`src/tmr_pkg.sv`:
```
package tmr_pkg;

	////////////////////////////////////////////////////////////////////////
	// register addresses on the special function register bus
	localparam logic [7:0] ADDR_CONTROL = 8'h88;
	localparam logic [7:0] ADDR_MODE = 8'h89;
	localparam logic [7:0] ADDR_T0_LOW = 8'h8a;
	localparam logic [7:0] ADDR_T1_LOW = 8'h8b;
	localparam logic [7:0] ADDR_T0_HIGH = 8'h8c;
	localparam logic [7:0] ADDR_T1_HIGH = 8'h8d;

	////////////////////////////////////////////////////////////////////////
	// reset values
	localparam logic [7:0] RESET_CONTROL = 8'h00;
	localparam logic [7:0] RESET_MODE = 8'h00;
	localparam logic [7:0] RESET_COUNT = 8'h00;
	localparam logic [7:0] READ_UNMAPPED = 8'h00;

	////////////////////////////////////////////////////////////////////////
	// control register bit positions
	localparam int T1_OVERFLOW_FLAG = 7;
	localparam int T1_RUN_BIT = 6;
	localparam int T0_OVERFLOW_FLAG = 5;
	localparam int T0_RUN_BIT = 4;
	localparam int EXT_IRQ1_REQUEST_FLAG = 3;
	localparam int EXT_IRQ1_TRIGGER_TYPE = 2;
	localparam int EXT_IRQ0_REQUEST_FLAG = 1;
	localparam int EXT_IRQ0_TRIGGER_TYPE = 0;

	////////////////////////////////////////////////////////////////////////
	// mode register field positions
	localparam int T1_GATE = 7;
	localparam int T1_COUNTER_SEL = 6;
	localparam int T1_MODE_HI = 5;
	localparam int T1_MODE_LO = 4;
	localparam int T0_GATE = 3;
	localparam int T0_COUNTER_SEL = 2;
	localparam int T0_MODE_HI = 1;
	localparam int T0_MODE_LO = 0;

	////////////////////////////////////////////////////////////////////////
	// count limits
	localparam logic [4:0] PRESCALE_MAX = 5'h1f;
	localparam logic [4:0] PRESCALE_ONE = 5'h01;
	localparam logic [7:0] BYTE_MAX = 8'hff;
	localparam logic [7:0] BYTE_ONE = 8'h01;
	localparam logic [15:0] WORD_MAX = 16'hffff;
	localparam logic [15:0] WORD_ONE = 16'h0001;

	////////////////////////////////////////////////////////////////////////
	// types
	typedef enum logic [1:0] {
		MODE_13BIT = 2'b00,
		MODE_16BIT = 2'b01,
		MODE_RELOAD = 2'b10,
		MODE_SPLIT = 2'b11
	} tmr_mode_t;

	typedef struct packed {
		logic [7:0] low;
		logic [7:0] high;
		logic ovf;
	} tmr_cnt_t;

	typedef struct packed {
		logic ext_irq1_pin;
		logic ext_irq0_pin;
		logic t1_count_pin;
		logic t0_count_pin;
	} tmr_pins_t;

	typedef struct packed {
		logic ext1;
		logic t1;
		logic ext0;
		logic t0;
	} tmr_ack_t;

endpackage : tmr_pkg

```
`src/tmr_timer01_ctrl.sv`:
```
// What this block does
// - timer 1 overflow sets control bit 7 in hardware; in split mode the timer 0 high byte sets it instead.
// - timer 0 overflow sets control bit 5 in hardware.
// - overflow flags clear when the core vectors to their service routine.
// - timer 1 counts only while run bit 6 is one.
// - timer 0 counts only while run bit 4 is one; in split mode its high byte counts while run bit 6 is one.
// - trigger-type bits 2 and 0 pick falling edge when set, low level when clear.
// - external request 1 flag, bit 3, set by edge or low level.
// - external request 0 flag, bit 1, set by edge or low level.
// - vectoring clears an external request flag only in edge mode.
// - in level mode the request flag follows the pin.
// - low four control bits do not affect the timers.
// - each timer is a high and a low byte, separately accessible.
// - mode decides separate bytes or one cascaded 16-bit counter.
// - all four count bytes are zero after reset.
// - both timers share the same mode behaviour, except mode 11, which stops timer 1.
// - timer mode counts every core clock, no divide-by-twelve.
// - mode 00 13-bit, 01 16-bit, 10 auto-reload, 11 split.
// - mode 0 uses high byte and low five bits of low byte.
// - counting needs run bit and either gate clear or interrupt pin high; the split-mode timer 0 high byte needs run bit 6 only.
`timescale 1ns/1ps
module tmr_timer01_ctrl (
	input wire logic ref_clk,
	input wire logic reset_n,
	input wire logic [7:0] sfr_addr,
	input wire logic sfr_wr,
	input wire logic sfr_rd,
	input wire logic [7:0] sfr_wdata,
	output logic [7:0] sfr_rdata,
	input wire tmr_pkg::tmr_pins_t pins,
	input wire tmr_pkg::tmr_ack_t vector_ack,
	output logic [7:0] timer_and_ext_int_control
);

	////////////////////////////////////////////////////////////////////////
	// shared functions

	// one step of a timer in any mode; split mode steps the low byte only
	function automatic tmr_pkg::tmr_cnt_t tmr_step(
		input logic [1:0] mode,
		input logic [7:0] low,
		input logic [7:0] high,
		input logic inc
	);
		tmr_pkg::tmr_cnt_t r;
		r.low = low;
		r.high = high;
		r.ovf = 1'b0;
		if (inc) begin
			case (tmr_pkg::tmr_mode_t'(mode))
				tmr_pkg::MODE_13BIT: begin
					if (low[4:0] == tmr_pkg::PRESCALE_MAX) begin
						r.low = {low[7:5], 5'h00};
						r.high = high + tmr_pkg::BYTE_ONE;
						r.ovf = (high == tmr_pkg::BYTE_MAX);
					end else begin
						r.low = {low[7:5], low[4:0] + tmr_pkg::PRESCALE_ONE};
					end
				end
				tmr_pkg::MODE_16BIT: begin
					{r.high, r.low} = {high, low} + tmr_pkg::WORD_ONE;
					r.ovf = ({high, low} == tmr_pkg::WORD_MAX);
				end
				tmr_pkg::MODE_RELOAD: begin
					if (low == tmr_pkg::BYTE_MAX) begin
						r.low = high;
						r.ovf = 1'b1;
					end else begin
						r.low = low + tmr_pkg::BYTE_ONE;
					end
				end
				default: begin
					r.low = low + tmr_pkg::BYTE_ONE;
					r.ovf = (low == tmr_pkg::BYTE_MAX);
				end
			endcase
		end
		return r;
	endfunction : tmr_step

	// flag update: hardware set wins over any clear
	function automatic logic tmr_flag(
		input logic cur,
		input logic set,
		input logic wr,
		input logic wbit,
		input logic ack
	);
		return set | (wr ? wbit : (cur & ~ack));
	endfunction : tmr_flag

	function automatic logic tmr_hit(
		input logic [7:0] addr,
		input logic [7:0] reg_addr
	);
		return addr == reg_addr;
	endfunction : tmr_hit

	////////////////////////////////////////////////////////////////////////
	// state

	logic [7:0] timer_mode_register;
	logic [7:0] timer0_count_low;
	logic [7:0] timer0_count_high;
	logic [7:0] timer1_count_low;
	logic [7:0] timer1_count_high;
	tmr_pkg::tmr_pins_t pins_prev;

	////////////////////////////////////////////////////////////////////////
	// decode

	logic wr_control;
	logic wr_mode;
	logic wr_t0_low;
	logic wr_t0_high;
	logic wr_t1_low;
	logic wr_t1_high;

	assign wr_control = sfr_wr && tmr_hit(sfr_addr, tmr_pkg::ADDR_CONTROL);
	assign wr_mode = sfr_wr && tmr_hit(sfr_addr, tmr_pkg::ADDR_MODE);
	assign wr_t0_low = sfr_wr && tmr_hit(sfr_addr, tmr_pkg::ADDR_T0_LOW);
	assign wr_t0_high = sfr_wr && tmr_hit(sfr_addr, tmr_pkg::ADDR_T0_HIGH);
	assign wr_t1_low = sfr_wr && tmr_hit(sfr_addr, tmr_pkg::ADDR_T1_LOW);
	assign wr_t1_high = sfr_wr && tmr_hit(sfr_addr, tmr_pkg::ADDR_T1_HIGH);

	////////////////////////////////////////////////////////////////////////
	// field views

	logic t1_run_bit;
	logic t0_run_bit;
	logic ext_irq1_trigger_type;
	logic ext_irq0_trigger_type;
	logic [1:0] mode0;
	logic [1:0] mode1;
	logic gate0;
	logic gate1;
	logic counter_sel0;
	logic counter_sel1;

	assign t1_run_bit = timer_and_ext_int_control[tmr_pkg::T1_RUN_BIT];
	assign t0_run_bit = timer_and_ext_int_control[tmr_pkg::T0_RUN_BIT];
	assign ext_irq1_trigger_type = timer_and_ext_int_control[tmr_pkg::EXT_IRQ1_TRIGGER_TYPE];
	assign ext_irq0_trigger_type = timer_and_ext_int_control[tmr_pkg::EXT_IRQ0_TRIGGER_TYPE];
	assign mode0 = timer_mode_register[tmr_pkg::T0_MODE_HI:tmr_pkg::T0_MODE_LO];
	assign mode1 = timer_mode_register[tmr_pkg::T1_MODE_HI:tmr_pkg::T1_MODE_LO];
	assign gate0 = timer_mode_register[tmr_pkg::T0_GATE];
	assign gate1 = timer_mode_register[tmr_pkg::T1_GATE];
	assign counter_sel0 = timer_mode_register[tmr_pkg::T0_COUNTER_SEL];
	assign counter_sel1 = timer_mode_register[tmr_pkg::T1_COUNTER_SEL];

	////////////////////////////////////////////////////////////////////////
	// count enables

	logic t0_src;
	logic t1_src;
	logic t0_inc;
	logic t1_inc;
	logic split0;
	logic th0_split_inc;
	logic ext1_fall;
	logic ext0_fall;

	// timer source is every clock; counter source is a falling edge on the pin
	assign t0_src = counter_sel0 ? (pins_prev.t0_count_pin & ~pins.t0_count_pin) : 1'b1;
	assign t1_src = counter_sel1 ? (pins_prev.t1_count_pin & ~pins.t1_count_pin) : 1'b1;
	// only the run bits of the control register reach the timers
	assign t0_inc = t0_run_bit & (~gate0 | pins.ext_irq0_pin) & t0_src;
	assign t1_inc = t1_run_bit & (~gate1 | pins.ext_irq1_pin) & t1_src
		& (mode1 != tmr_pkg::MODE_SPLIT);
	assign split0 = (mode0 == tmr_pkg::MODE_SPLIT);
	assign th0_split_inc = split0 & t1_run_bit;
	assign ext1_fall = pins_prev.ext_irq1_pin & ~pins.ext_irq1_pin;
	assign ext0_fall = pins_prev.ext_irq0_pin & ~pins.ext_irq0_pin;

	tmr_pkg::tmr_cnt_t step0;
	tmr_pkg::tmr_cnt_t step1;
	logic [7:0] next_th0;
	logic t0_ovf_evt;
	logic t1_ovf_evt;

	assign step0 = tmr_step(mode0, timer0_count_low, timer0_count_high, t0_inc);
	assign step1 = tmr_step(mode1, timer1_count_low, timer1_count_high, t1_inc);
	assign next_th0 = split0 ? (th0_split_inc ? timer0_count_high + tmr_pkg::BYTE_ONE : timer0_count_high)
		: step0.high;
	assign t0_ovf_evt = step0.ovf;
	// in split mode the timer 0 high byte owns the timer 1 flag
	assign t1_ovf_evt = split0 ? (th0_split_inc & (timer0_count_high == tmr_pkg::BYTE_MAX)) : step1.ovf;

	////////////////////////////////////////////////////////////////////////
	// pin history

	always_ff @(posedge ref_clk) begin
		if (!reset_n) begin
			pins_prev <= '1;
		end else begin
			pins_prev <= pins;
		end
	end

	////////////////////////////////////////////////////////////////////////
	// mode register

	always_ff @(posedge ref_clk) begin
		if (!reset_n) begin
			timer_mode_register <= tmr_pkg::RESET_MODE;
		end else if (wr_mode) begin
			timer_mode_register <= sfr_wdata;
		end
	end

	////////////////////////////////////////////////////////////////////////
	// count registers, software write wins over counting

	always_ff @(posedge ref_clk) begin
		if (!reset_n) begin
			timer0_count_low <= tmr_pkg::RESET_COUNT;
			timer0_count_high <= tmr_pkg::RESET_COUNT;
		end else begin
			timer0_count_low <= wr_t0_low ? sfr_wdata : step0.low;
			timer0_count_high <= wr_t0_high ? sfr_wdata : next_th0;
		end
	end

	always_ff @(posedge ref_clk) begin
		if (!reset_n) begin
			timer1_count_low <= tmr_pkg::RESET_COUNT;
			timer1_count_high <= tmr_pkg::RESET_COUNT;
		end else begin
			timer1_count_low <= wr_t1_low ? sfr_wdata : step1.low;
			timer1_count_high <= wr_t1_high ? sfr_wdata : step1.high;
		end
	end

	////////////////////////////////////////////////////////////////////////
	// control register

	logic [7:0] next_control;

	always_comb begin
		next_control = timer_and_ext_int_control;
		next_control[tmr_pkg::T1_OVERFLOW_FLAG] = tmr_flag(timer_and_ext_int_control[tmr_pkg::T1_OVERFLOW_FLAG],
			t1_ovf_evt, wr_control, sfr_wdata[tmr_pkg::T1_OVERFLOW_FLAG], vector_ack.t1);
		next_control[tmr_pkg::T0_OVERFLOW_FLAG] = tmr_flag(timer_and_ext_int_control[tmr_pkg::T0_OVERFLOW_FLAG],
			t0_ovf_evt, wr_control, sfr_wdata[tmr_pkg::T0_OVERFLOW_FLAG], vector_ack.t0);
		if (wr_control) begin
			next_control[tmr_pkg::T1_RUN_BIT] = sfr_wdata[tmr_pkg::T1_RUN_BIT];
			next_control[tmr_pkg::T0_RUN_BIT] = sfr_wdata[tmr_pkg::T0_RUN_BIT];
			next_control[tmr_pkg::EXT_IRQ1_TRIGGER_TYPE] = sfr_wdata[tmr_pkg::EXT_IRQ1_TRIGGER_TYPE];
			next_control[tmr_pkg::EXT_IRQ0_TRIGGER_TYPE] = sfr_wdata[tmr_pkg::EXT_IRQ0_TRIGGER_TYPE];
		end
		// edge mode latches a fall, level mode mirrors the pin
		if (ext_irq1_trigger_type) begin
			next_control[tmr_pkg::EXT_IRQ1_REQUEST_FLAG] = tmr_flag(
				timer_and_ext_int_control[tmr_pkg::EXT_IRQ1_REQUEST_FLAG], ext1_fall, wr_control,
				sfr_wdata[tmr_pkg::EXT_IRQ1_REQUEST_FLAG], vector_ack.ext1);
		end else begin
			next_control[tmr_pkg::EXT_IRQ1_REQUEST_FLAG] = ~pins.ext_irq1_pin;
		end
		if (ext_irq0_trigger_type) begin
			next_control[tmr_pkg::EXT_IRQ0_REQUEST_FLAG] = tmr_flag(
				timer_and_ext_int_control[tmr_pkg::EXT_IRQ0_REQUEST_FLAG], ext0_fall, wr_control,
				sfr_wdata[tmr_pkg::EXT_IRQ0_REQUEST_FLAG], vector_ack.ext0);
		end else begin
			next_control[tmr_pkg::EXT_IRQ0_REQUEST_FLAG] = ~pins.ext_irq0_pin;
		end
	end

	always_ff @(posedge ref_clk) begin
		if (!reset_n) begin
			timer_and_ext_int_control <= tmr_pkg::RESET_CONTROL;
		end else begin
			timer_and_ext_int_control <= next_control;
		end
	end

	////////////////////////////////////////////////////////////////////////
	// read data, one cycle after the strobe

	always_ff @(posedge ref_clk) begin
		if (!reset_n) begin
			sfr_rdata <= tmr_pkg::READ_UNMAPPED;
		end else if (sfr_rd) begin
			case (sfr_addr)
				tmr_pkg::ADDR_CONTROL: sfr_rdata <= timer_and_ext_int_control;
				tmr_pkg::ADDR_MODE: sfr_rdata <= timer_mode_register;
				tmr_pkg::ADDR_T0_LOW: sfr_rdata <= timer0_count_low;
				tmr_pkg::ADDR_T0_HIGH: sfr_rdata <= timer0_count_high;
				tmr_pkg::ADDR_T1_LOW: sfr_rdata <= timer1_count_low;
				tmr_pkg::ADDR_T1_HIGH: sfr_rdata <= timer1_count_high;
				default: sfr_rdata <= tmr_pkg::READ_UNMAPPED;
			endcase
		end else begin
			sfr_rdata <= tmr_pkg::READ_UNMAPPED;
		end
	end
endmodule : tmr_timer01_ctrl

```
`config.mk`:
```
export PLATFORM = sky130hd
export DESIGN_NAME = tmr_timer01_ctrl
export DESIGN_NICKNAME = d
export VERILOG_FILES = /design/src/tmr_pkg.sv /design/src/tmr_timer01_ctrl.sv
export SDC_FILE = /design/constraint.sdc
export NUM_CORES = 1
export LEC_CHECK = 0
export ABC_AREA = 1
export BUFFER_PORTS_ARGS = -buffer_cell sky130_fd_sc_hd__buf_4
export CAP_MARGIN = 25
export CORE_MARGIN = 2
export CORE_UTILIZATION = 60
export CTS_BUF_LIST = sky130_fd_sc_hd__clkbuf_4 sky130_fd_sc_hd__clkbuf_8
export CTS_CLUSTER_DIAMETER = 200
export DETAILED_ROUTE_END_ITERATION = 8
export HOLD_SLACK_MARGIN = 0.03
export PLACE_DENSITY = 0.92
export RECOVER_POWER = 25
export SETUP_SLACK_MARGIN = 0.2
export SYNTH_ARGS = -nofsm -noshare
export SYNTH_HDL_FRONTEND = slang
export SYNTH_SLANG_ARGS = --single-unit
```
`constraint.sdc`:
```
create_clock -name ref_clk -period 1.8 [get_ports ref_clk]
set_input_delay 0.27 -clock ref_clk [delete_from_list [all_inputs] [get_ports ref_clk]]
set_output_delay 0.27 -clock ref_clk [all_outputs]
set_load 0.02 [all_outputs]
```
### Yosys cells after proc, flatten, opt, wreduce, memory -nomap -nowiden

Index checks and enable logic that the tools add are counted.

| cells by class | value |
|---|---|
| bitwise gates (word level) | 31 |
| add/sub/neg operators | 8 |
| eq/ne operators | 25 |
| mux-type cells | 32 |
| reductions and logical operators | 19 |

Operator list:

| operator | count |
|---|---|
| $eq A8 B8 Y1 const B | 10 |
| $mux W8 | 8 |
| $pmux W8 S3 | 2 |
| $pmux W8 S6 | 1 |
| $mux W17 | 2 |
| $add A16 B1 Y16 const B | 2 |
| $add A8 B1 Y8 const B | 4 |
| $eq A16 B16 Y1 const B | 2 |
| $pmux W8 S2 | 2 |
| $mux W9 | 2 |
| $and A1 B1 Y1 | 15 |
| $mux W1 | 11 |
| $add A5 B1 Y5 const B | 2 |
| $eq A5 B5 Y1 const B | 2 |
| $mux W5 | 2 |
| $not A1 Y1 | 10 |
| $eq A2 B2 Y1 const B | 3 |
| $logic_and A1 B1 Y1 | 6 |
| $ne A2 B2 Y1 const B | 3 |
| $or A1 B1 Y1 | 6 |
| $pmux W1 S3 | 2 |
| $reduce_and A2 Y1 | 3 |
| $reduce_bool A2 Y1 | 3 |
| $reduce_bool A3 Y1 | 2 |
| other kinds (8) | 10 |

| storage, ports and cells | value |
|---|---|
| output and inout port bits | 16 |
| bits in registers | 60 |
| input bits | 28 |

### Logic depth before layout (Yosys ltp)

Gate-level depths: netlist (run 1).

| logic depth | value |
|---|---|
| word-level depth | 8 |
| mapped depth | 13 |

### Worst setup path after synthesis (run 1)

Ideal clock, no wire load.

| timing path | value |
|---|---|
| path kind | register -> register |
| start | register timer0_count_low[0] |
| end | register timer0_count_high[6] |
| path buffers | 0 |
| period minus slack after synthesis | 1.557 ns |
| cell stages (with the launch flop) | 11 |
| arrival | 1.441 ns |
| library setup time | 0.117 ns |
| slack | 0.243 ns |
| cells stage by stage | dfxtp_1 ha_1 nand2_1 nor2_4 nor2_1 nor2_1 nand2_2 nand2_4 nand2_1 nor2_1 a21oi_1 |

| between the ends | value |
|---|---|
| longest elaborated chain between the ends | 5 |
| elaborated cells on any way between the ends | 8 |

Ends and longest elaborated chain:

| element | line | text |
|---|---|---|
| start, declared | tmr_timer01_ctrl.sv:103 | `logic [7:0] timer0_count_low;` |
| start signal, assigned | tmr_timer01_ctrl.sv:216 | `timer0_count_low <= tmr_pkg::RESET_COUNT;` |
| start signal, assigned | tmr_timer01_ctrl.sv:219 | `timer0_count_low <= wr_t0_low ? sfr_wdata : step0.low;` |
| $add A16 B1 Y16 | tmr_timer01_ctrl.sv:61 | `{r.high, r.low} = {high, low} + tmr_pkg::WORD_ONE;` |
| $pmux W8 S2 | tmr_timer01_ctrl.sv:50 | `case (tmr_pkg::tmr_mode_t'(mode))` |
| $mux W17 | tmr_timer01_ctrl.sv:49 | `if (inc) begin` |
| $mux W8 | tmr_timer01_ctrl.sv:183 | `assign next_th0 = split0 ? (th0_split_inc ? timer0_count_high + tmr_pkg::BYTE_ONE : timer0_count_high)` |
| $mux W8 | tmr_timer01_ctrl.sv:220 | `timer0_count_high <= wr_t0_high ? sfr_wdata : next_th0;` |
| end signal, assigned | tmr_timer01_ctrl.sv:217 | `timer0_count_high <= tmr_pkg::RESET_COUNT;` |
| end signal, assigned | tmr_timer01_ctrl.sv:220 |  |
| end, declared | tmr_timer01_ctrl.sv:104 | `logic [7:0] timer0_count_high;` |

Parallel ways exist; a longest one is shown, timed or not. The select of a mux whose other input is x is not followed.
A chain may end at the register's enable or synchronous reset.

### Final worst setup path (run 1)

| timing path | value |
|---|---|
| start | register timer0_count_low[1] |
| end | register timer0_count_low[1] |

| between the ends | value |
|---|---|
| longest elaborated chain between the ends | 5 |
| elaborated cells on any way between the ends | 10 |

Ends and longest elaborated chain:

| element | line |
|---|---|
| $add A8 B1 Y8 (tied with other cells) | tmr_timer01_ctrl.sv:69, tmr_timer01_ctrl.sv:73 |
| $mux W8 / $mux W5 (equally long branches) | tmr_timer01_ctrl.sv:65, tmr_timer01_ctrl.sv:52 |
| $pmux W8 S3 * | tmr_timer01_ctrl.sv:50 |
| $mux W17 * | tmr_timer01_ctrl.sv:49 |
| $mux W8 * | tmr_timer01_ctrl.sv:219 |

Mark *: on every way between the ends. The rest lies on a longest branch, timed or not. The select of a mux whose other input is x is not followed.

==> summary.md, run 1 <==
| Metric | Value |
|---|---|
| Max Fclk | 0.6061 GHz |
| Most common cell in the netlist | nand2_1 |
| Nets | 850 |
| Layout area overhead | 21.32% |
| Clock buffer depth | 2 |
| Clk slew on worst S/H paths | 0.08 ns |
| Final cell count without fillers | 922 |
| Hold buffers post-CTS | 0 |
| Slowest cell on crit path | dfxtp_2 |
| Seq/Total Area, Yosys | 27.44% |
| Synth area leaders | dfxtp_1 (27%), nand2_1 (19%), nand3_1 (8.9%) |
| Unrepaired setup endpoints after global routing | yes |
| Yosys reg bits | 60 |
| Die area | 7996 sq um |
| Critical path endpoint category | register |
| Largest net degree at the start of global routing | 22 |
| Worst Path Required | 2.03 ns |
| Setup CP Type | reg2reg |
| Initial antenna violation count | 0 |
| CTS tree | built |
| Status | finished, final reports clean |
| Power per cell area | 523.0 nW/um^2 |
| Max-Cap Viols | 0 |
| Final setup fails | 0 |
| Post-DP Area | 4921 sq um |
| Crit path launch type | register |
| Synth area leader | dfxtp_1 |
| Io pins | 44 |
| Max-slew headroom | 29.83% |
| Clk sinks | 60 |
| Slew Viols, Final | 0 |
| Port Buffer Count | 43 |
| Routed WL | 16280 microns |
| Final instance area | 5311 sq um |
| Inserted Diodes | 0 |
| GRT met1 Usage | 45.01% |
| Post-synth top cells | nand2_1 (217), inv_1 (100), nor2_1 (79) |
| GR peak layer | met2 |
| Die Wd | 89.42 microns |
| Minimum clock period | 1.650 ns |
| Via density | 6.118 |
| Post-synthesis net count | 778 |
| Hold Crit Class | in2reg |
| Fin util | 74.02% |
| Synthesized instance count | 746 |
| Drt wl/cell | 17.66 microns |
| Skew-Pair Late Insertion Delay | 0.35 ns |
| CP Cell Sequence | ha_4 -> nand2_4 -> nor2_4 -> nor2_2 -> nor2_1 -> nand2_1 -> nand2_1 -> o21ai_0 -> a21oi_1 -> nor2_1 |
| Row count | 31 |
| Num CTS Buffers | 9 |
| Worst-path fanout max | 5 |
| YS warnings | 0 |
| Lkg Pwr | 2.271 nW |
| CTS H-tree lvls | 3 |
| Initial detailed-routing violation count | 671 |
| Vias | 5641 |
| Share of cells above drive strength 1 | 19.44% |
| Drt drc | 0 |
| Post-synth EDFFs | 0 |
| Mean Syn Cell Area | 5.869 sq um |
| CP arrival | 1.88 ns |
| Post-Syn Area | 4378 sq um |
| First-pass GRT wire length | 24250 microns |
| Yosys top cell area share | 27.44% |
| VDD IR max | 0.4227 mV |
| Routed Antenna Nets | 0 |
| Gr usage total | 40.26% |
| Initial Utilization | 61.01% |
| Root buffer cell | clkbuf_8 |
| Congestion Overflow GR | 0 |
| Cells after DPL | 895 |
| Worst slew pin tran | 1.053 ns |
| Drt pass-1 iters | 7 |
| Worst path max stage delay | 0.36 ns |
| Met2 Use GR | 68.22% |
| Post-DP HPWL | 12070 microns |
| Synth async-reset ratio | 0% |
| Vias in the first global route | 5088 |
| Primary FF master, synth | dfxtp_1 |
| Setup TNS | 0 ns |
| Synth unique cells | 36 |
| GP Congestion | 1.058 |
| Placeable Area | 7176 sq um |
| Final hold vios | 0 |
| Setup clock skew after layout | 0.01077 ns |
| Final worst path period share | 91.67% |
| GR Layer Usage met3 | 9.603% |
| Die Y | 89.42 microns |
==> flip-flops by register name, indices dropped and copies added (netlist names) <==
| name | flops |
|---|---|
| timer1_count_low | 8 |
| timer1_count_high | 8 |
| timer_mode_register | 8 |
| pins_prev | 4 |
| sfr_rdata | 8 |
| timer0_count_high | 8 |
| timer_and_ext_int_control | 8 |
| timer0_count_low | 8 |
==> layer usage <==
metal,vias up,wire length (microns)
met5,-,0
met4,0,1295
met3,133,1820
met2,439,7556
met1,2506,5608
li1,2563,-
==> stage by stage <==
stage	power (mW)	setup slack [ns]	hold WS, ns
after global placement	1.540	0.1295	0.4613
final	2.778	0.1500	0.09794
after CTS	2.782	0.2012	0.09987
after global routing	2.846	0.07405	0.1053
after detailed placement	1.542	0.04710	0.4712
after floorplan	1.442	0.2426	0.3666
==> cell families after synthesis <==
| logic type | synth area share [%] |
|---|---|
| AND/OR/NAND/NOR | 43.73 |
| XOR/XNOR | 0.8001 |
| adder cells (fa/ha/maj) | 1.143 |
| flip-flops | 27.44 |
| AO/OA/AOI/OAI | 16.29 |
| buffers and inverters | 10.60 |
==> layout make-up <==
cell class                 instances  area (sq um)
multi-input combinational        567          2858
timing repair buffer              74         508.0
clock inverter                     7         75.07
sequential                        60          1225
fill                             624          1864
inverter                         106         397.9
tap                               99         123.9
clock buffer                       9         123.9
==> power by group <==
group          total [mW]  switching (mW)  internal, mW  leakage (nW)
sequential           1.34         0.00620          1.33         0.492
clock                1.26           0.619         0.643        0.0918
combinational       0.179           0.116        0.0628          1.69
==> final timing paths <==
path         depth (start not counted)                    from  slack [ns]                endpoint
max                                 10     timer0_count_low[1]        0.15     timer0_count_low[1]
min                                  3                 pins[1]         0.1            pins_prev[1]
max reg2reg                         10     timer0_count_low[1]        0.15     timer0_count_low[1]
min reg2reg                          2  timer_mode_register[7]        0.49  timer_mode_register[7]
==> cells in the final DEF (no fill, tap or decap), drive strengths merged <==
master	n
a21oi	54
a22oi	1
a31o	1
a31oi	3
buf	58
bufinv	1
clkbuf	25
clkinv	3
clkinvlp	3
dfxtp	60
ha	4
inv	106
nand2	225
nand3	82
nand3b	1
nand4	11
nor2	94
nor3	12
o211ai	1
o21ai	56
o22ai	16
or2	2
xor2	4
==> worst max-delay path, delay by kind of cell (launching register included) <==
kind	cells	cell delay, ns
simple gates	7	0.76
fa+ha+maj	1	0.15
flops	1	0.36
compound gates	2	0.24
==> what timing repair did <==
item / CTS / global route
buffers inserted: 7 / 4
setup endpoints to repair: 30 / 34
hold endpoints to repair: 0 / 0
pin swaps: 8 / 13
resized for setup: 8 / 50
Power figures use the tool's default switching activity.
==> inputs of run 2 (changes only) <==
CORE_UTILIZATION = 37   (was 60)
GPL_ROUTABILITY_DRIVEN = 0   (was default)
PLACE_DENSITY = 0.65   (was 0.92)
==> run 2 against run 1 <==
Cell area grew 2.4%. Critical endpoint is now timer0_count_low[0]. First-iteration DRC count is 35% lower. Register-to-register slack gained 0.09 ns.
==> summary.md, run 2 (synthesis results as in run 1) <==
| Metric | Value |
|---|---|
| Logic gate share of total power | 6.1% (-0.3 points) |
| Crit path launch type | register |
| Routed Antenna Nets | 0 (unchanged) |
| Critical path endpoint category | register |
| Die area | 12720 sq um (+59%) |
| CTS tree | built |
| Status | finished, final reports clean |
| Drt drc | 0 (unchanged) |
| Largest net degree at the start of global routing | 26 (+18%) |
| Setup crit end | timer0_count_low[0] |
| Clk sinks | 60 (unchanged) |
| Routed WL | 15270 microns (-6.2%) |
| Share of cells above drive strength 1 | 18.71% (-0.73 points) |
| Commonest non-fill, non-tap cell in the layout | nand2_1 |
| Final worst path period share | 86.63% (-5.0 points) |
| Max-slew headroom | 71.74% (+42 points) |
| Initial Utilization | 38.18% (-23 points) |
| Power per cell area | 546.2 nW/um^2 (+4.4%) |
| Worst Path Required | 2.04 ns (about the same) |
| Hold buffers post-CTS | 0 (unchanged) |
| Lkg Pwr | 2.308 nW (+1.6%) |
| CTS H-tree lvls | 3 (unchanged) |
| Cells after DPL | 939 (+4.9%) |
| Die Y | 112.8 microns (+26%) |
| Pre-CTS setup slack | 0.1110 ns (+0.06387 ns) |
| Reg2reg start | timer0_count_low[0] |
| Root buffer cell | clkbuf_8 |
| Register share of total power | 44.9% (-3.2 points) |
| Final setup fails | 0 (unchanged) |
| Reg2reg setup slack | 0.24 ns (+0.09 ns) |
| Max-Cap Viols | 0 (unchanged) |
| Max Fclk | 0.6413 GHz (+5.8%) |
| Drt pass-1 iters | 6 (-1) |
| Final hold vios | 0 (unchanged) |
| Sw frac | 24.90% (-1.8 points) |
| Vias in the first global route | 4896 (-3.8%) |
| Initial detailed-routing violation count | 436 (-35%) |
| Die Wd | 112.8 microns (+26%) |
| Hold Crit Class | in2reg |
| Num CTS Buffers | 9 (unchanged) |
| Io pins | 44 (unchanged) |
| Via density | 5.324 (-13%) |
| Initial antenna violation count | 0 (unchanged) |
| Setup TNS | 0 ns (unchanged) |
| Minimum clock period | 1.559 ns (-0.09059 ns) |
| Clk slew on worst S/H paths | 0.08 ns (about the same) |
| Layout area overhead | 24.26% |
| Nets | 850 (unchanged) |
| Unrepaired setup endpoints after global routing | yes |
| Skew-Pair Late Insertion Delay | 0.37 ns (+0.02 ns) |
| Vias | 5143 (-8.8%) |
| Slew Viols, Final | 0 (unchanged) |
| Final cell count without fillers | 966 (+4.8%) |
| Terminus of the critical flop-to-flop path | timer0_count_low[0] |
| First-pass GRT wire length | 24800 microns (+2.2%) |
| Drt wl/cell | 15.81 microns (-10%) |
| Worst r2r path cells | 9 (-1) |
| Inserted Diodes | 0 (unchanged) |
| Crit path from | timer0_count_low[0] |
| Row count | 39 (+26%) |
| Most frequent cells in the layout | nand2_1 (208), inv_1 (98), nand3_1 (76) |
| Setup clock skew after layout | 0.01351 ns (+0.002740 ns) |
| Clock power share | 49.0% (+3.6 points) |
| Post-DP HPWL | 11590 microns (-4.0%) |
| CP arrival | 1.80 ns (-0.08 ns) |
| Congestion Overflow GR | 0 (unchanged) |
| Gr usage total | 24.75% (-16 points) |
| Clock buffer depth | 2 (unchanged) |
| Worst slew pin tran | 0.4206 ns (-0.6320 ns) |
| VDD IR max | 0.5615 mV (+33%) |
| Worst-path fanout max | 9 (+4) |
| Setup ws final | 0.2406 ns (+0.09059 ns) |
| Placeable Area | 11470 sq um (+60%) |
| Internal | 2.232 mW (+9.6%) |
| Port Buffer Count | 43 (unchanged) |
| Setup CP Type | reg2reg |
| Psw | 740.0 uW (-0.17%) |
==> run 2: worst min path at each step <==
| stage | startpoint | endpoint | slack [ns] | depth (start not counted) |
|---|---|---|---|---|
| global placement | pins[1] | pins_prev[1] | 0.46 | 3 |
| floorplan | pins[0] | pins_prev[0] | 0.37 | 2 |
| finish | pins[1] | pins_prev[1] | 0.1 | 3 |
| global route | pins[1] | pins_prev[1] | 0.09 | 3 |
| detailed placement | pins[1] | pins_prev[1] | 0.47 | 3 |
| CTS | pins[1] | pins_prev[1] | 0.09 | 3 |
==> run 2: layout make-up <==
type,count,area [sq um]
Clock buffer,11,145.1
Clock inverter,5,85.08
Fill cell,1223,6027
Inverter,106,397.9
Multi-Input combinational cell,567,2867
Sequential cell,60,1226
Tap cell,143,178.9
Timing Repair Buffer,74,540.5
==> run 2: worst max-delay path, cell delays in order (launching register included) <==
cell and delay (ns):
dfxtp_2 0.35, ha_4 0.14, nand2_4 0.06, nor2_4 0.21, buf_4 0.21, nand3_1 0.12
nand3_1 0.11, o21ai_0 0.08, nand2_1 0.06, a31oi_1 0.09
==> run 2: per-layer routing <==
layer | GRT usage (%) | part of all wire (%)
met3 | 5.088 | 8.5
met2 | 37.76 | 44
met4 | 12.76 | 4.4
met1 | 33.11 | 43
met5 | 0 | 0
==> run 2: stage by stage <==
step	power [mW]	hold slack (ns)	util, %	cell area [sq um]
2_1_floorplan	1.442	0.3666	-	4378
3_3_place_gp	1.550	0.4600	43.50	4989
3_5_place_dp	1.550	0.4675	43.50	4989
4_1_cts	2.993	0.08697	46.12	5289
5_1_grt	3.061	0.09358	47.44	5440
6_report	2.972	0.09958	47.44	5440
==> run 2: power by group through the flow <==
stage	sequential (mW)	combinational [mW]	clock (mW)
floorplan	1.37	0.0688	0
global placement	1.37	0.179	0
detailed placement	1.37	0.179	0
CTS	1.34	0.179	1.47
global route	1.33	0.197	1.53
finish	1.33	0.181	1.46
==> run 2: repair_timing <==
| item | CTS | global route |
|---|---|---|
| pin swaps | 5 | 9 |
| setup endpoints to repair | 23 | 34 |
| buffers inserted | 7 | 4 |
| resized for setup | 2 | 57 |
==> inputs of run 3 (changes only) <==
MAX_ROUTING_LAYER = met4   (was default)
PLACE_DENSITY = default   (was 0.65)
PLACE_DENSITY_LB_ADDON = 0.3   (was default)
==> run 3 against run 2 <==
Cell area increased by 1.2%. Non-clock buffer count increased by 15. Die area unchanged. First-iteration DRC count increased by 42%. Worst hold slack improved by 0.0031 ns. Largest cell class unchanged. Highest routed layer unchanged.
==> summary.md, run 3 (synthesis results as in run 1) <==
| Metric | Value |
|---|---|
| Commonest non-fill, non-tap cell in the layout | nand2_1 |
| Die area | 12720 sq um (unchanged) |
| Max Fclk | 0.5814 GHz (-9.3%) |
| Crit path from | timer0_count_low[1] |
| Io pins | 44 (unchanged) |
| Unrepaired setup endpoints after global routing | yes |
| Minimum clock period | 1.720 ns (+0.1607 ns) |
| Worst r2r path cells | 12 (+3) |
| Final instance area | 5504 sq um (+1.2%) |
| Post-DP HPWL | 11460 microns (-1.1%) |
| Drt pass-1 iters | 5 (-1) |
| Initial detailed-routing violation count | 621 (+42%) |
| Clk sinks | 60 (unchanged) |
| CTS tree | built |
| Final hold vios | 0 (unchanged) |
| Max-Cap Viols | 0 (unchanged) |
| Die Y | 112.8 microns (unchanged) |
| Final setup fails | 0 (unchanged) |
| Crit path launch type | register |
| Skew-Pair Late Insertion Delay | 0.36 ns (about the same) |
| Reg2reg start | timer0_count_low[1] |
| Nets | 866 (+1.9%) |
| Setup crit end | timer_and_ext_int_control[5] |
| Worst-path fanout max | 6 (-3) |
| Vias | 5280 (+2.7%) |
| Share of cells above drive strength 1 | 20.26% (+1.6 points) |
| Num CTS Buffers | 9 (unchanged) |
| Routed Antenna Nets | 0 (unchanged) |
| Worst Path Required | 2.11 ns (+0.07 ns) |
| Drt wl/cell | 15.78 microns (-0.18%) |
| Most frequent cells in the layout | nand2_1 (208), inv_1 (99), nor2_1 (75) |
| Hold Crit Class | in2reg |
| Inserted Diodes | 0 (unchanged) |
| First-pass GRT wire length | 24310 microns (-2.0%) |
| Post-DP Area | 5029 sq um (+0.80%) |
| Hold_sp | pins[1] |
| Final worst path period share | 95.56% (+8.9 points) |
| Critical path endpoint category | register |
| Vias in the first global route | 4874 (-0.45%) |
| Worst slew pin tran | 0.9389 ns (+0.5183 ns) |
| Port Buffer Count | 43 (unchanged) |
| Clk slew on worst S/H paths | 0.09 ns (about the same) |
| Initial Utilization | 38.18% (unchanged) |
| Drt drc | 0 (unchanged) |
| Max-slew headroom | 37.41% (-34 points) |
| Setup CP Type | reg2reg |
| Terminus of the critical flop-to-flop path | timer_and_ext_int_control[5] |
| Root buffer cell | clkbuf_8 |
| Layout area overhead | 25.72% |
| VDD IR max | 0.4127 mV (-26%) |
| Initial antenna violation count | 0 (unchanged) |
| Die Wd | 112.8 microns (unchanged) |
| Status | finished, final reports clean |
| Routed WL | 15490 microns (+1.5%) |
| Gr usage total | 24.80% (+0.042 points) |
| Setup TNS | 0 ns (unchanged) |
| Setup clock skew after layout | 0.01900 ns (+0.005482 ns) |
| Largest net degree at the start of global routing | 21 (-19%) |
| Slew Viols, Final | 0 (unchanged) |
| Reg2reg setup slack | 0.08 ns (-0.16 ns) |
| Lkg Pwr | 2.352 nW (+1.9%) |
| Row count | 39 (unchanged) |
| Via density | 5.377 (+0.99%) |
| Clock buffer depth | 2 (unchanged) |
| CP arrival | 2.03 ns (+0.23 ns) |
| Placeable Area | 11470 sq um (unchanged) |
| Power per cell area | 507.3 nW/um^2 (-7.1%) |
| Congestion Overflow GR | 0 (unchanged) |
| CTS H-tree lvls | 3 (unchanged) |
[run 3: power breakdown]
| group | switching [mW] | internal, mW |
|---|---|---|
| clock | 0.635 | 0.645 |
| sequential | 0.00466 | 1.33 |
| combinational | 0.114 | 0.0640 |
[run 3: repair_timing]
action / in CTS / in global routing
gates cloned: 1 / 0
endpoints found under the setup margin: 28 / 34
setup buffers: 8 / 11
hold buffers: 0 / 0
gates resized for setup: 7 / 48
pin swaps: 7 / 21
[run 3: per-layer routing]
metal / global-route usage (%) / vias to the layer above / routed length, microns
li1: - / 2599 / -
met1: 31.99 / 2344 / 6506
met2: 37.96 / 273 / 6914
met3: 5.035 / 64 / 1393
met4: 10.33 / 0 / 679
met5: - / - / 0
[run 3: metrics by stage]
stage	total power [mW]	hold WS (ns)	util, %	instances	setup slack, ns
after floorplan	1.442	0.3666	-	746	0.2426
after global placement	1.547	0.4593	43.85	946	0.1356
after detailed placement	1.547	0.4634	43.85	946	0.09912
after CTS	2.806	0.09411	46.32	971	0.2006
after global routing	2.861	0.1229	48.00	982	0.02199
final	2.792	0.1027	48.00	982	0.07995
[run 3: layout make-up]
type | count | area (sq um)
clock buffer | 9 | 123.9
fill | 1201 | 5963
multi-input combinational | 568 | 2872
timing repair buffer | 89 | 631.9
inverter | 106 | 397.9
clock inverter | 7 | 76.32
sequential | 60 | 1224
tap | 143 | 178.9
[run 3: how the worst min path moves through the flow]
stage                                        end  slack, ns  depth (start not counted)
after global placement              pins_prev[0]       0.46                          3
after global routing                pins_prev[0]       0.12                          3
after floorplan                     pins_prev[0]       0.37                          2
after CTS                           pins_prev[0]       0.09                          3
after detailed placement  timer_mode_register[6]       0.46                          2
final                               pins_prev[1]       0.10                          3
[run 3: worst max-delay path: stages, from the launching register on]
cell and delay, ns:
dfxtp_4 0.37, ha_4 0.15, nand2_4 0.06, nor2_4 0.21, nor2_2 0.08, nor2_2 0.17
buf_4 0.13, buf_4 0.09, buf_4 0.10, nand3_2 0.09, o211ai_2 0.07, nand2_1 0.07
inv_1 0.07
